--- config.mk ---
export PLATFORM = sky130hd
export DESIGN_NAME = cmsa_arbiter
export DESIGN_NICKNAME = d
export VERILOG_FILES = /design/src/rtl/cmsa_pkg.sv /design/src/rtl/cmsa_arbiter.sv
export VERILOG_INCLUDE_DIRS = /design/src /design/src/rtl
export SDC_FILE = /design/constraint.sdc
export NUM_CORES = 1
export LEC_CHECK = 0
export BUFFER_PORTS_ARGS = -buffer_cell sky130_fd_sc_hd__buf_4
export CAP_MARGIN = 15
export CORE_UTILIZATION = 31
export CTS_BUF_LIST = sky130_fd_sc_hd__clkbuf_2 sky130_fd_sc_hd__clkbuf_4 sky130_fd_sc_hd__clkbuf_8
export CTS_CLUSTER_SIZE = 16
export DETAILED_ROUTE_END_ITERATION = 8
export PLACE_DENSITY = 0.57
export SLEW_MARGIN = 0
export SYNTH_ARGS = -nofsm -noshare
export SYNTH_HDL_FRONTEND = slang
export SYNTH_SLANG_ARGS = --single-unit
--- constraint.sdc ---
create_clock -name clk -period 3.99 [get_ports clk]
set_clock_uncertainty 0.05 [all_clocks]
set_input_delay 0.798 -clock clk [delete_from_list [all_inputs] [get_ports clk]]
set_output_delay 0.798 -clock clk [all_outputs]
set_load 0.02 [all_outputs]
--- src/rtl/cmsa_defines.svh ---
/*
 constants for the chip memory slot arbiter: line timing, slot budget, blit cycle lengths.
 assumes inclusion by bare name from the arbiter and the bench.
*/
`ifndef CMSA_DEFINES_SVH
`define CMSA_DEFINES_SVH
`define CMSA_SLOTS_PER_LINE   8'd227
`define CMSA_ALLOC_SLOTS      8'd226
`define CMSA_TICKS_PER_SLOT   2'd2
`define CMSA_REFRESH_SLOTS    4
`define CMSA_DISK_SLOTS       3
`define CMSA_AUDIO_SLOTS      4
`define CMSA_SPRITE_SLOTS     16
`define CMSA_REFRESH_FIRST    8'h01
`define CMSA_DISK_FIRST       8'h09
`define CMSA_AUDIO_FIRST      8'h0F
`define CMSA_SPRITE_FIRST     8'h17
`define CMSA_BLIT_MIN_TICKS   4'd4
`define CMSA_BLIT_MAX_TICKS   4'd8
`define CMSA_BLIT_B_TICKS     4'd2
`define CMSA_BLIT_CD_TICKS    4'd2
`define CMSA_LINE_PIXEL_TICKS 4'd8
`define CMSA_HOG_STARVE_LIMIT 2'd3
`endif

--- src/rtl/cmsa_pkg.sv ---
/*
 types for the chip memory slot arbiter.
 assumes cmsa_defines.svh supplies the numeric constants.
*/
package cmsa_pkg;
   typedef enum logic [2:0] {
      CMSA_GNT_NONE    = 3'b000,
      CMSA_GNT_REFRESH = 3'b001,
      CMSA_GNT_FIXED   = 3'b010,
      CMSA_GNT_PLANE   = 3'b011,
      CMSA_GNT_COPROC  = 3'b100,
      CMSA_GNT_BLIT    = 3'b101,
      CMSA_GNT_HOST    = 3'b110
   } cmsa_grant_e;

   typedef enum logic [1:0] {
      CMSA_BL_IDLE = 2'b00,
      CMSA_BL_RUN  = 2'b01,
      CMSA_BL_DONE = 2'b10
   } cmsa_blit_state_e;

   typedef struct packed {
      logic disk;
      logic audio;
      logic sprite;
      logic plane;
      logic coproc;
      logic blit;
      logic host;
   } cmsa_req_s;

   typedef struct packed {
      logic src_a;
      logic src_b;
      logic src_c;
      logic dst_d;
      logic line_mode;
   } cmsa_blit_cfg_s;
endpackage : cmsa_pkg

--- src/rtl/cmsa_arbiter.sv ---
/*
 chip memory slot arbiter: per-line slot counter, fixed slot groups, priority grant,
 blit hog/yield control and blit cycle length timer.
 assumes requests are synchronous to clk, that the host never issues indivisible
 read-modify-write cycles and that it stalls itself while not granted.
*/
`timescale 1ns/1ns
`include "cmsa_defines.svh"

// How it works
// - blit cycle length counts only enabled channels, clamped between four and eight ticks
// - first source channel adds nothing; second source channel adds two ticks
// - third source or destination alone free; both together add two ticks
// - line mode spends eight ticks per pixel
// - blit total equals ticks per cycle times height times width
// - disk, audio, display and sprite share top priority in fixed slot groups
// - bit-plane fetches beat sprite fetches in shared slots
// - unused fixed slots are offered to lower-priority requesters
// - coprocessor below fixed channels, then blit engine, host lowest
// - line has 227.5 slots of 280 ns, 226 allocatable
// - refresh 4, disk 3, audio 4, sprite 16, planes per display size
// - host gets only even-numbered slots
// - up to four lowres planes leave alternate slots to the host
// - six lowres planes use 120 slots per line
// - four hires planes take every display slot, locking out lower requesters
// - 20 or 40 words per plane per line, one more when scrolling
// - blit engine never takes slots from display, disk or audio
// - priority bit set: blit keeps every slot available to it
// - priority bit clear: after three starved host slots blit yields one
// - blit outranks host by default, sharing only while the priority bit is clear
module cmsa_arbiter (
   input  wire logic                   clk,
   input  wire logic                   sys_rst,
   input  wire cmsa_pkg::cmsa_req_s    req,
   input  wire logic                   plane_slot,
   input  wire logic                   blit_bus_priority_bit,
   input  wire cmsa_pkg::cmsa_blit_cfg_s blit_cfg,
   input  wire logic                   blit_start,
   input  wire logic [9:0]             blit_height,
   input  wire logic [5:0]             blit_width,
   output cmsa_pkg::cmsa_grant_e       grant,
   output logic                        grant_fixed_disk,
   output logic                        grant_fixed_audio,
   output logic                        grant_fixed_sprite,
   output logic                        slot_strobe,
   output logic [7:0]                  slot_index,
   output logic                        blit_busy,
   output logic [3:0]                  blit_cycle_ticks,
   output logic                        blit_cycle_done
);

   logic                      tick_phase;
   logic                      half_slot;
   logic [7:0]                slot;
   logic [1:0]                starve;
   logic [3:0]                tick_cnt;
   logic [15:0]               words_left;
   cmsa_pkg::cmsa_blit_state_e blit_state;
   cmsa_pkg::cmsa_grant_e     next_grant;
   logic                      next_disk;
   logic                      next_audio;
   logic                      next_sprite;
   logic                      host_asks;
   logic                      blit_wins;

   function automatic logic in_group(input logic [7:0] s, input logic [7:0] first, input int n);
      logic [8:0] off;
      off = {1'b0, s} - {1'b0, first};
      in_group = (s >= first) && (off < 9'(2 * n)) && !off[0];
   endfunction : in_group

   // trade-off: length is fixed at start; channel enables changed mid-blit are ignored
   function automatic logic [3:0] cycle_len(input cmsa_pkg::cmsa_blit_cfg_s c);
      logic [3:0] t;
      t = `CMSA_BLIT_MIN_TICKS;
      if (c.src_b)
         t = t + `CMSA_BLIT_B_TICKS;
      if (c.src_c && c.dst_d)
         t = t + `CMSA_BLIT_CD_TICKS;
      if (c.line_mode)
         t = `CMSA_LINE_PIXEL_TICKS;
      if (t > `CMSA_BLIT_MAX_TICKS)
         t = `CMSA_BLIT_MAX_TICKS;
      cycle_len = t;
   endfunction : cycle_len

   // one slot is two system ticks; the half slot at line end is absorbed every other line
   always_ff @(posedge clk or posedge sys_rst) begin
      if (sys_rst) begin
         tick_phase <= 1'b0;
         slot       <= 8'h00;
         half_slot  <= 1'b0;
      end else begin
         tick_phase <= ~tick_phase;
         if (tick_phase) begin
            if (slot == `CMSA_SLOTS_PER_LINE - 8'd1 + {7'h00, half_slot}) begin
               slot      <= 8'h00;
               half_slot <= ~half_slot;
            end else begin
               slot <= slot + 8'd1;
            end
         end
      end
   end

   always_comb begin
      next_disk   = 1'b0;
      next_audio  = 1'b0;
      next_sprite = 1'b0;
      next_grant  = cmsa_pkg::CMSA_GNT_NONE;
      host_asks   = req.host && !slot[0] && slot < `CMSA_ALLOC_SLOTS;
      blit_wins   = req.blit && (blit_bus_priority_bit || starve != `CMSA_HOG_STARVE_LIMIT
                    || !host_asks);
      if (in_group(slot, `CMSA_REFRESH_FIRST, `CMSA_REFRESH_SLOTS)) begin
         next_grant = cmsa_pkg::CMSA_GNT_REFRESH;
      end else if (in_group(slot, `CMSA_DISK_FIRST, `CMSA_DISK_SLOTS) && req.disk) begin
         next_grant = cmsa_pkg::CMSA_GNT_FIXED;
         next_disk  = 1'b1;
      end else if (in_group(slot, `CMSA_AUDIO_FIRST, `CMSA_AUDIO_SLOTS) && req.audio) begin
         next_grant = cmsa_pkg::CMSA_GNT_FIXED;
         next_audio = 1'b1;
      end else if (plane_slot && req.plane) begin
         next_grant = cmsa_pkg::CMSA_GNT_PLANE;
      end else if (in_group(slot, `CMSA_SPRITE_FIRST, `CMSA_SPRITE_SLOTS) && req.sprite) begin
         next_grant  = cmsa_pkg::CMSA_GNT_FIXED;
         next_sprite = 1'b1;
      end else if (req.coproc && slot < `CMSA_ALLOC_SLOTS) begin
         next_grant = cmsa_pkg::CMSA_GNT_COPROC;
      end else if (blit_wins && blit_state == cmsa_pkg::CMSA_BL_RUN
                   && slot < `CMSA_ALLOC_SLOTS) begin
         next_grant = cmsa_pkg::CMSA_GNT_BLIT;
      end else if (host_asks) begin
         next_grant = cmsa_pkg::CMSA_GNT_HOST;
      end
   end

   // grant is registered once per slot, on the first tick of the slot
   always_ff @(posedge clk or posedge sys_rst) begin
      if (sys_rst) begin
         grant              <= cmsa_pkg::CMSA_GNT_NONE;
         grant_fixed_disk   <= 1'b0;
         grant_fixed_audio  <= 1'b0;
         grant_fixed_sprite <= 1'b0;
         slot_strobe        <= 1'b0;
         slot_index         <= 8'h00;
      end else begin
         slot_strobe <= ~tick_phase;
         if (!tick_phase) begin
            grant              <= next_grant;
            grant_fixed_disk   <= next_disk;
            grant_fixed_audio  <= next_audio;
            grant_fixed_sprite <= next_sprite;
            slot_index         <= slot;
         end
      end
   end

   // starved host slots; the yield slot resets the count
   // odd slots hold the count: clearing there would keep the host starved forever
   always_ff @(posedge clk or posedge sys_rst) begin
      if (sys_rst) begin
         starve <= 2'd0;
      end else if (!tick_phase) begin
         if (!req.host || next_grant == cmsa_pkg::CMSA_GNT_HOST)
            starve <= 2'd0;
         else if (host_asks && starve != `CMSA_HOG_STARVE_LIMIT)
            starve <= starve + 2'd1;
      end
   end

   // blit timer: a cycle starts only on a slot the blit engine owns, then advances every tick to its end
   always_ff @(posedge clk or posedge sys_rst) begin
      if (sys_rst) begin
         blit_state       <= cmsa_pkg::CMSA_BL_IDLE;
         tick_cnt         <= 4'h0;
         words_left       <= 16'h0000;
         blit_cycle_ticks <= 4'h0;
         blit_cycle_done  <= 1'b0;
         blit_busy        <= 1'b0;
      end else begin
         blit_cycle_done <= 1'b0;
         case (blit_state)
            cmsa_pkg::CMSA_BL_IDLE: begin
               if (blit_start) begin
                  blit_cycle_ticks <= cycle_len(blit_cfg);
                  tick_cnt         <= 4'h0;
                  words_left       <= 16'({6'h00, blit_height} * {10'h000, blit_width});
                  blit_busy        <= 1'b1;
                  blit_state       <= cmsa_pkg::CMSA_BL_RUN;
               end
            end
            cmsa_pkg::CMSA_BL_RUN: begin
               if (words_left == 16'h0000) begin
                  blit_state <= cmsa_pkg::CMSA_BL_DONE;
               end else if (grant == cmsa_pkg::CMSA_GNT_BLIT || tick_cnt != 4'h0) begin
                  if (tick_cnt == blit_cycle_ticks - 4'h1) begin
                     tick_cnt        <= 4'h0;
                     words_left      <= words_left - 16'h0001;
                     blit_cycle_done <= 1'b1;
                  end else begin
                     tick_cnt <= tick_cnt + 4'h1;
                  end
               end
            end
            cmsa_pkg::CMSA_BL_DONE: begin
               blit_busy  <= 1'b0;
               blit_state <= cmsa_pkg::CMSA_BL_IDLE;
            end
            default: blit_state <= cmsa_pkg::CMSA_BL_IDLE;
         endcase
      end
   end
endmodule : cmsa_arbiter

### Word-level counts from Yosys, hierarchy flattened

Cells that the tools add are included.

| operators by class | value |
|---|---|
| $add $sub $neg | 11 |
| $mul | 1 |
| $lt $le $gt $ge | 10 |
| equal/unequal tests | 12 |
| multiplexer cells | 48 |
| bitwise logic cells | 2 |
| reduce and logical (&&, ||, !) cells | 44 |

Operator list:

| kind | count |
|---|---|
| $mux 16 | 4 |
| $mux 4 | 11 |
| $pmux 16 s2 | 1 |
| $mux 3 | 8 |
| $logic_and 1x1->1 | 20 |
| $lt 9x4->1 const B | 2 |
| $sub 8x4->9 const B | 2 |
| $ge 8x4->1 const B | 2 |
| $logic_not 16->1 | 1 |
| $mul 10x6->16 | 1 |
| $sub 16x1->16 const B | 1 |
| $mux 1 | 15 |
| $mux 2 | 5 |
| $reduce_and 2->1 | 5 |
| $lt 9x3->1 const B | 1 |
| $lt 9x6->1 const B | 1 |
| $sub 8x1->9 const B | 1 |
| $sub 8x5->9 const B | 1 |
| $add 8x1->8 const B | 1 |
| $eq 8x8->1 | 1 |
| $ge 8x1->1 const B | 1 |
| $ge 8x5->1 const B | 1 |
| $lt 8x8->1 const B | 1 |
| $mux 8 | 1 |
| 23 further kinds | 40 |

| storage, ports and cells | value |
|---|---|
| register bits | 54 |
| output and inout bits | 21 |
| word-level logic and storage cells | 143 |

### Longest topological paths before layout

Gate-level depths: netlist (run 1).

| depth | value |
|---|---|
| depth in word-level cells | 19 |
| gate-level depth with buffers | 15 |
| depth with buffers taken out | 14 |

### Worst setup path after synthesis (run 1)

OpenSTA, ideal clock, no wires.

| path | value |
|---|---|
| path type | input to register |
| from | input blit_width[2] |
| to | register words_left[13] |
| library setup time | 0.083 ns |
| arrival time | 4.020 ns |
| required time | 3.857 ns |
| slack | -0.162 ns |
| cell stages on the path | 15 |
| path through | clkbuf_1 nand2_1 fa_1 inv_1 ha_1 inv_1 fa_1 inv_1 fa_1 a211oi_1 o211ai_1 a41oi_1 xnor2_1 a21oi_1 o21ai_0 |

| between the ends | value |
|---|---|
| cells in the longest elaborated chain, start to end | 3 |

RTL lines:

| element | RTL line | text |
|---|---|---|
| from (decl) | cmsa_arbiter.sv:40 | `input wire logic [5:0] blit_width,` |
| $mul 10x6->16 | cmsa_arbiter.sv:187 | `words_left <= 16'({6'h00, blit_height} * {10'h000, blit_width});` |
| $mux 16 | cmsa_arbiter.sv:184 | `if (blit_start) begin` |
| $pmux 16 s2 | cmsa_arbiter.sv:182 | `case (blit_state)` |
| to (signal assigned) | cmsa_arbiter.sv:187 |  |
| to (signal assigned) | cmsa_arbiter.sv:198 | `words_left <= words_left - 16'h0001;` |
| to (decl) | cmsa_arbiter.sv:57 | `logic [15:0] words_left;` |

Every way passes these cells. The select of a mux whose other input is x is not followed.
A chain may end at the register's enable or synchronous reset.

### Final worst setup path (run 1)

| path | value |
|---|---|
| from | input blit_height[2] |
| to | register words_left[15] |

| between the ends | value |
|---|---|
| cells in the longest elaborated chain, start to end | 3 |

RTL lines:

| element | RTL line | text |
|---|---|---|
| from (decl) | cmsa_arbiter.sv:39 | `input wire logic [9:0] blit_height,` |
| $mul 10x6->16 | cmsa_arbiter.sv:187 |  |
| $mux 16 | cmsa_arbiter.sv:184 |  |
| $pmux 16 s2 | cmsa_arbiter.sv:182 |  |

Every way passes these cells. The select of a mux whose other input is x is not followed.

==> impl_metrics.json, run 1 <==
{
  "final_core_utilization": 0.3913,
  "dp_cells": 791,
  "dr.pass1.iters": 7,
  "dpl_worst_slack_ps": -363.4,
  "die_w_um": 125.3,
  "grt_start_max_net_pins": 34,
  "yosysWarningCount": 0,
  "tightestPinTransition_ps": 955.0,
  "syn-num-nets": 639,
  "cellInternalPower_mw": 1.412,
  "remaining_drc_errors": 5,
  "min-delay-start": "grant_fixed_audio$_DFFE_PP0N_",
  "groute.usage.overall": 0.1358,
  "gr-total-overflow": 0,
  "seq_area_frac_synth": 0.2815,
  "mappedNetlistArea_sq_um": 4712,
  "num_antenna_cells": 0,
  "final_antenna_net_count": 0,
  "power_share_of_the_clock_group": 0.131,
  "report.final.slew_viol_count": 0,
  "critical_path_class": "primary input to flop",
  "worst_skew_pair.late_latency_ps": 310,
  "timing.final.ws_setup_ps": 74.37,
  "worstSetupStartpoint": "blit_height[2]",
  "first_global_vias": 3818,
  "crit_required_ps": 4170,
  "core_rows": 44,
  "min_path_type": "flop to flop",
  "finalHoldViolations": 0,
  "synthCells": 541,
  "drive_above_1_share": 0.2192,
  "dieHeight_um": 125.3,
  "gpl.final_weighted_congestion": 0.8483,
  "grt_setup_unrepaired": "true",
  "power_leakage_nw": 2.702,
  "failed_checks": "design-rule violations",
  "max_clock_freq_mhz": 255.4,
  "route.vias.total": 3964,
  "cts.hold.buffers_added": 0,
  "hold_ws_ps": 434.0,
  "critPathArrivalTime_ps": 4090,
  "cap_violations": 0,
  "detail_route.wirelength_um": 10450,
  "drtIter0Drc": 284,
  "area_overhead_vs_synth_pct": 22.07,
  "tritoncts.num_buffers": 5,
  "initial_utilization": 0.3206,
  "max-slew-margin-rel": 0.3634,
  "power.combinational.fraction": 0.559,
  "setup-violations-final": 0,
  "design.portCount": 54,
  "clk_transition_reported_paths_ps": 100,
  "critical_path.cell_chain": "buf_4 > buf_4 > buf_4 > nand2_1 > fa_1 > fa_1 > fa_1 > inv_1 > ha_4 > a211oi_2 > o211ai_1 > nand2_2 > o221a_4 > xor2_2 > o211ai_1",
  "layout_worst_path_cycle_share": 0.9814,
  "avgSynthCellArea_sq_um": 8.710,
  "total_switching_power_mw": 1.020,
  "crit_fanout": 3,
  "p_per_area_nw_per_um2": 422.9,
  "power.share.sequential": 0.310,
  "layoutNonFillerInstCount": 800,
  "ir_drop_uv": 150.1,
  "grt_antenna_before_repair": 0,
  "crit_path_top_delay_cell": "sky130_fd_sc_hd__fa_1",
  "flops_latches_synth": 53,
  "ctsRootBufferMaster": "sky130_fd_sc_hd__clkbuf_8",
  "sw_frac_of_total": 0.4195,
  "port-buffer-count": 51,
  "cts.sinks": 53,
  "async_flop_share": 1.000,
  "wire_per_inst_um": 13.07,
  "cts-htree-levels": 2,
  "core_area_sq_um": 14700,
  "nature_of_the_critical_path_endpoint": "flop",
  "hpwl_um": 8092,
  "timing.critical_path.slowest_cell_delay_ps": 530,
  "total_negative_setup_slack_ps": 0,
  "layout_min_cycle_time_ps": 3916,
  "max-clock-path-buffers": 2,
  "synth_cell_type_count": 59,
  "routed_via_density": 4.955,
  "startpoint_of_the_most_critical_register_to_register_path": "words_left[0]$_DFFE_PP0P_",
  "synth-edff-count": 0,
  "reg2reg_slack_ps": 910,
  "timing.critical_path.from_type": "primary input",
  "final_net_count": 713,
  "cts_tree": "done",
  "worst-path-buf-inv": 4,
  "first_pass_grt_wire_length_um": 17710,
  "timing.critical_path.max_delay_family": "adder cells",
  "run_status": "complete, but fails checks",
  "die_outline_area_sq_um": 15700,
  "top_flip_flop_cell_by_instance_count_after_synthesis": "sky130_fd_sc_hd__dfrtp_1"
}
## worst min-delay path, stage by stage (launching register included)
cell and delay, ps:
sky130_fd_sc_hd__dfrtp_1 360, sky130_fd_sc_hd__nand2_1 50, sky130_fd_sc_hd__nand2_1 40
## registers in the layout, indices dropped and copies added, names as in the netlist
register,cells
slot,8
slot_strobe,1
grant_fixed_sprite,1
grant_fixed_audio,1
half_slot,1
blit_cycle_ticks,3
slot_index,8
words_left,16
tick_cnt,4
grant,3
blit_busy,1
grant_fixed_disk,1
starve,2
blit_state,2
blit_cycle_done,1
## metrics by stage
| stage | power (mW) | instance area (sq um) |
|---|---|---|
| final | 2.432 | 5752 |
| after global routing | 2.676 | 5752 |
| after CTS | 2.396 | 5667 |
| after detailed placement | 2.048 | 5555 |
| after global placement | 2.018 | 5555 |
| after floorplan | 1.661 | 4762 |
## power by group through the flow
stage / sequential, mW / clock, mW / combinational, mW
floorplan: 0.761 / 0 / 0.900
global placement: 0.756 / 0 / 1.26
detailed placement: 0.760 / 0 / 1.29
CTS: 0.750 / 0.338 / 1.31
global route: 0.770 / 0.358 / 1.55
finish: 0.753 / 0.319 / 1.36
## placed cells by master, fill, tap and decap left out, types with 6 or more instances in the layout
cell type	synthesis	routed
sky130_fd_sc_hd__inv_1	64	60
sky130_fd_sc_hd__nor2_1	31	31
sky130_fd_sc_hd__xnor2_1	8	8
sky130_fd_sc_hd__xor2_1	13	11
sky130_fd_sc_hd__a21oi_1	32	28
sky130_fd_sc_hd__buf_4	1	87
sky130_fd_sc_hd__o211ai_1	9	9
sky130_fd_sc_hd__nand3_1	17	17
sky130_fd_sc_hd__a21o_1	6	6
sky130_fd_sc_hd__and2_1	37	32
sky130_fd_sc_hd__nand2_1	56	55
sky130_fd_sc_hd__fa_1	33	32
sky130_fd_sc_hd__o21ai_0	36	36
sky130_fd_sc_hd__ha_1	32	28
sky130_fd_sc_hd__dfrtp_1	53	53
sky130_fd_sc_hd__nor3_1	8	8
sky130_fd_sc_hd__mux2_2	6	6
## logic make-up after synthesis
logic type,count (synthesis),share of synthesized area
other,1,0.0007958
adders and majority gates,65,0.2252
AOI/OAI and AO/OA,115,0.1519
muxes,7,0.01646
buffers and inverters,88,0.07302
and+or+nand+nor,190,0.2074
xor gates and xnor gates,22,0.04381
DFF,53,0.2815
## Yosys cell counts, types with 3 or more instances
master / number / area [sq um]
sky130_fd_sc_hd__nand2_1: 56 / 210.2
sky130_fd_sc_hd__mux2_2: 6 / 67.56
sky130_fd_sc_hd__and3_1: 4 / 25.02
sky130_fd_sc_hd__or3_1: 5 / 31.28
sky130_fd_sc_hd__and2_1: 37 / 231.5
sky130_fd_sc_hd__nor3_1: 8 / 40.04
sky130_fd_sc_hd__o21ai_0: 36 / 180.2
sky130_fd_sc_hd__dfrtp_1: 53 / 1326
sky130_fd_sc_hd__nor2b_1: 3 / 18.77
sky130_fd_sc_hd__o211ai_1: 9 / 67.56
sky130_fd_sc_hd__a211oi_1: 3 / 22.52
sky130_fd_sc_hd__xor2_1: 13 / 113.9
sky130_fd_sc_hd__a21oi_1: 32 / 160.2
sky130_fd_sc_hd__nand4_1: 3 / 18.77
sky130_fd_sc_hd__xnor2_1: 8 / 70.07
sky130_fd_sc_hd__fa_1: 33 / 660.6
sky130_fd_sc_hd__o21a_1: 4 / 30.03
sky130_fd_sc_hd__ha_1: 32 / 400.4
sky130_fd_sc_hd__inv_1: 64 / 240.2
sky130_fd_sc_hd__o31ai_1: 3 / 22.52
sky130_fd_sc_hd__nor2_1: 31 / 116.4
sky130_fd_sc_hd__clkbuf_1: 19 / 71.32
sky130_fd_sc_hd__nand2b_1: 5 / 31.28
sky130_fd_sc_hd__a21o_1: 6 / 45.04
sky130_fd_sc_hd__nor4_1: 4 / 25.02
sky130_fd_sc_hd__nand3_1: 17 / 85.08
sky130_fd_sc_hd__or4_1: 3 / 22.52
## layer usage
layer  part of all wire  global-route usage  up-vias  routed length (um)
met5                  0                   0        -                   0
met4              0.011             0.03659        0                 115
met3              0.036             0.02054        6                 376
met2               0.47              0.2228       82                4873
met1               0.49              0.1861     1899                5089
li1                   -                   -     1977                   -
## final timing paths
| kind | depth (start not counted) | to |
|---|---|---|
| worst max-delay path | 15 | words_left[15]$_DFFE_PP0P_ |
| worst min-delay path | 2 | grant_fixed_audio$_DFFE_PP0N_ |
| worst max register to register | 8 | words_left[15]$_DFFE_PP0P_ |
| worst min register to register | 2 | grant_fixed_audio$_DFFE_PP0N_ |
| max in group asynchronous | 3 | words_left[4]$_DFFE_PP0P_ |
| min in group asynchronous | 2 | slot[3]$_DFFE_PP0P_ |
## area by class of cell
class                      count  area [sq um]
clock buffer                   7         83.83
clock inverter                 1         7.507
fill                        1480          8947
inverter                      64         240.2
multi-input combinational    400          3166
sequential                    53          1326
tap                          184         230.2
timing repair buffer          91         698.2
## repair_timing
action,CTS,global route
gates resized for setup,2,18
buffers inserted,0,1
endpoints found under the setup margin,1,6
pin swaps,3,20
Power figures use the tool's default switching activity.
==> run 2, diff against run 1 <==
- GPL_TIMING_DRIVEN: default -> 0
==> run 2 against run 1 <==
The flow still finishes with violations (design-rule violations). Clock-buffer cell count is 1 lower. Wire length up 4.6%. Register-to-register slack gained 170 ps. Maximum frequency is 0.59% higher. Cell count decreased by 2.0%. Clock power is 3% lower. Die area is the same. Global-route usage is 1.0 points higher. Largest cell class unchanged.
==> impl_metrics.json, run 2 (synthesis results as in run 1) <==
{
  "dieHeight_um": 125.3,
  "timing.final.ws_setup_ps": 97.20,
  "nFillCells": 1502,
  "port-buffer-count": 48,
  "cts-htree-levels": 2,
  "clk_transition_reported_paths_ps": 100,
  "worst_skew_pair.late_latency_ps": 310,
  "startpoint_of_the_most_critical_register_to_register_path": "words_left[0]$_DFFE_PP0P_",
  "dr.pass1.iters": 7,
  "tritoncts.num_buffers": 5,
  "max-clock-path-buffers": 2,
  "layout_min_cycle_time_ps": 3893,
  "grt_start_max_net_pins": 42,
  "remaining_drc_errors": 5,
  "area_overhead_vs_synth_pct": 18.69,
  "cts_tree": "done",
  "largest-register": "words_left",
  "ctsRootBufferMaster": "sky130_fd_sc_hd__clkbuf_8",
  "power_leakage_nw": 2.576,
  "report.final.slew_viol_count": 0,
  "wire_per_inst_um": 13.95,
  "final_cell_area_sq_um": 5593,
  "worstRegToRegCells": 10,
  "biggestRegsByFlops": "words_left (16), slot (8), slot_index (8)",
  "p_per_area_nw_per_um2": 428.7,
  "die_w_um": 125.3,
  "initial_utilization": 0.3206,
  "detail_route.wirelength_um": 10940,
  "max-slew-margin-rel": 0.4352,
  "setup-violations-final": 0,
  "groute.usage.overall": 0.1459,
  "core_area_sq_um": 14700,
  "final_net_count": 697,
  "mostFrequentLayoutCells": "sky130_fd_sc_hd__inv_1 (61), sky130_fd_sc_hd__nand2_1 (56), sky130_fd_sc_hd__dfrtp_1 (53)",
  "drtIter0Drc": 251,
  "dpl-instance-area_sq_um": 5373,
  "drive_above_1_share": 0.1700,
  "tightestPinTransition_ps": 835.4,
  "flip_flop_count_of_the_largest_register_after_layout": 16,
  "grt_antenna_before_repair": 0,
  "grt_setup_unrepaired": "true",
  "min_path_type": "primary input to async pin",
  "cts.sinks": 53,
  "layoutNonFillerInstCount": 784,
  "die_outline_area_sq_um": 15700,
  "total_negative_setup_slack_ps": 0,
  "core_rows": 44,
  "final_antenna_net_count": 0,
  "layout_worst_path_cycle_share": 0.9756,
  "reg2reg_slack_ps": 1080,
  "route.vias.total": 3966,
  "first_pass_grt_wire_length_um": 18870,
  "run_status": "complete, but fails checks",
  "worstSetupStartpoint": "blit_width[3]",
  "most_common_cell_after_layout_fill_and_taps_aside": "sky130_fd_sc_hd__inv_1",
  "dpl_worst_slack_ps": -395.5,
  "hpwl_um": 8448,
  "timing.critical_path.from_type": "primary input",
  "design.portCount": 54,
  "failed_checks": "design-rule violations",
  "cap_violations": 0,
  "first_global_vias": 3899,
  "crit_required_ps": 4170,
  "finalHoldViolations": 0,
  "max_clock_freq_mhz": 256.9,
  "gpl.final_weighted_congestion": 0.8476,
  "ir_drop_uv": 181.4,
  "routed_via_density": 5.059,
  "critPathArrivalTime_ps": 4070,
  "num_antenna_cells": 0,
  "regToRegEndpoint": "words_left[10]$_DFFE_PP0P_",
  "dp_cells": 774,
  "nature_of_the_critical_path_endpoint": "flop",
  "critical_path_class": "primary input to flop",
  "final_core_utilization": 0.3805,
  "gr-total-overflow": 0,
  "crit_fanout": 10
}
-- run 2: cell types whose count changed in the layout (fill, tap and decap cells not counted), sizes merged --
cell      previous run  this run
clkbuf               7        23
clkinv               0         2
buf                 91        58
clkinvlp             1         0
-- run 2: worst max-delay path by stage --
stage,end,cells after the start
4_1_cts,words_left[15]$_DFFE_PP0P_,14
6_report,words_left[15]$_DFFE_PP0P_,14
3_3_place_gp,words_left[13]$_DFFE_PP0P_,14
2_1_floorplan,words_left[15]$_DFFE_PP0P_,14
5_1_grt,words_left[15]$_DFFE_PP0P_,14
3_5_place_dp,words_left[13]$_DFFE_PP0P_,14
-- run 2: worst max-delay path: stages --
cell and delay, ps:
sky130_fd_sc_hd__buf_4 150, sky130_fd_sc_hd__and2_4 150, sky130_fd_sc_hd__fa_1 490, sky130_fd_sc_hd__fa_1 540
sky130_fd_sc_hd__inv_1 50, sky130_fd_sc_hd__fa_1 480, sky130_fd_sc_hd__inv_2 40, sky130_fd_sc_hd__ha_4 280
sky130_fd_sc_hd__o211ai_1 100, sky130_fd_sc_hd__o211ai_1 280, sky130_fd_sc_hd__nand2_1 150, sky130_fd_sc_hd__o221a_2 250
sky130_fd_sc_hd__xor2_1 140, sky130_fd_sc_hd__o211ai_1 160
-- run 2: metrics by stage --
step / power, mW / hold WS (ps)
2_1_floorplan: 1.661 / 406.9
3_3_place_gp: 1.950 / 408.6
3_5_place_dp: 1.978 / 417.7
4_1_cts: 2.339 / 385.7
5_1_grt: 2.629 / 386.7
6_report: 2.398 / 380.8
-- run 2: layout make-up --
type	count	area (sq um)	share of cell area
plain buffers	24	135.1	0.02416
multi-input cells	400	3172	0.5671
well taps	184	230.2	0.04116
clock buffers	6	76.32	0.01365
clock inverters	2	10.01	0.001790
flip-flops and latches	53	1326	0.2371
repair buffers	51	402.9	0.07204
inverters	64	240.2	0.04295
-- run 2: where the power goes --
group	internal [mW]	switching (mW)
registers	0.648	0.0962
logic	0.592	0.750
clock network	0.129	0.182
-- run 2: metal layers --
metal	share of wire	up-vias	track usage
met5	0	-	0
met4	0.0094	0	0.04591
met3	0.039	8	0.01540
met2	0.46	100	0.2350
met1	0.49	1915	0.2054
li1	-	1943	-
-- run 2: what timing repair did --
action	4_1_cts	5_1_grt
pin swaps	2	21
resized for setup	4	26
buffers inserted	0	2
hold buffers	0	0
setup endpoints to repair	1	6
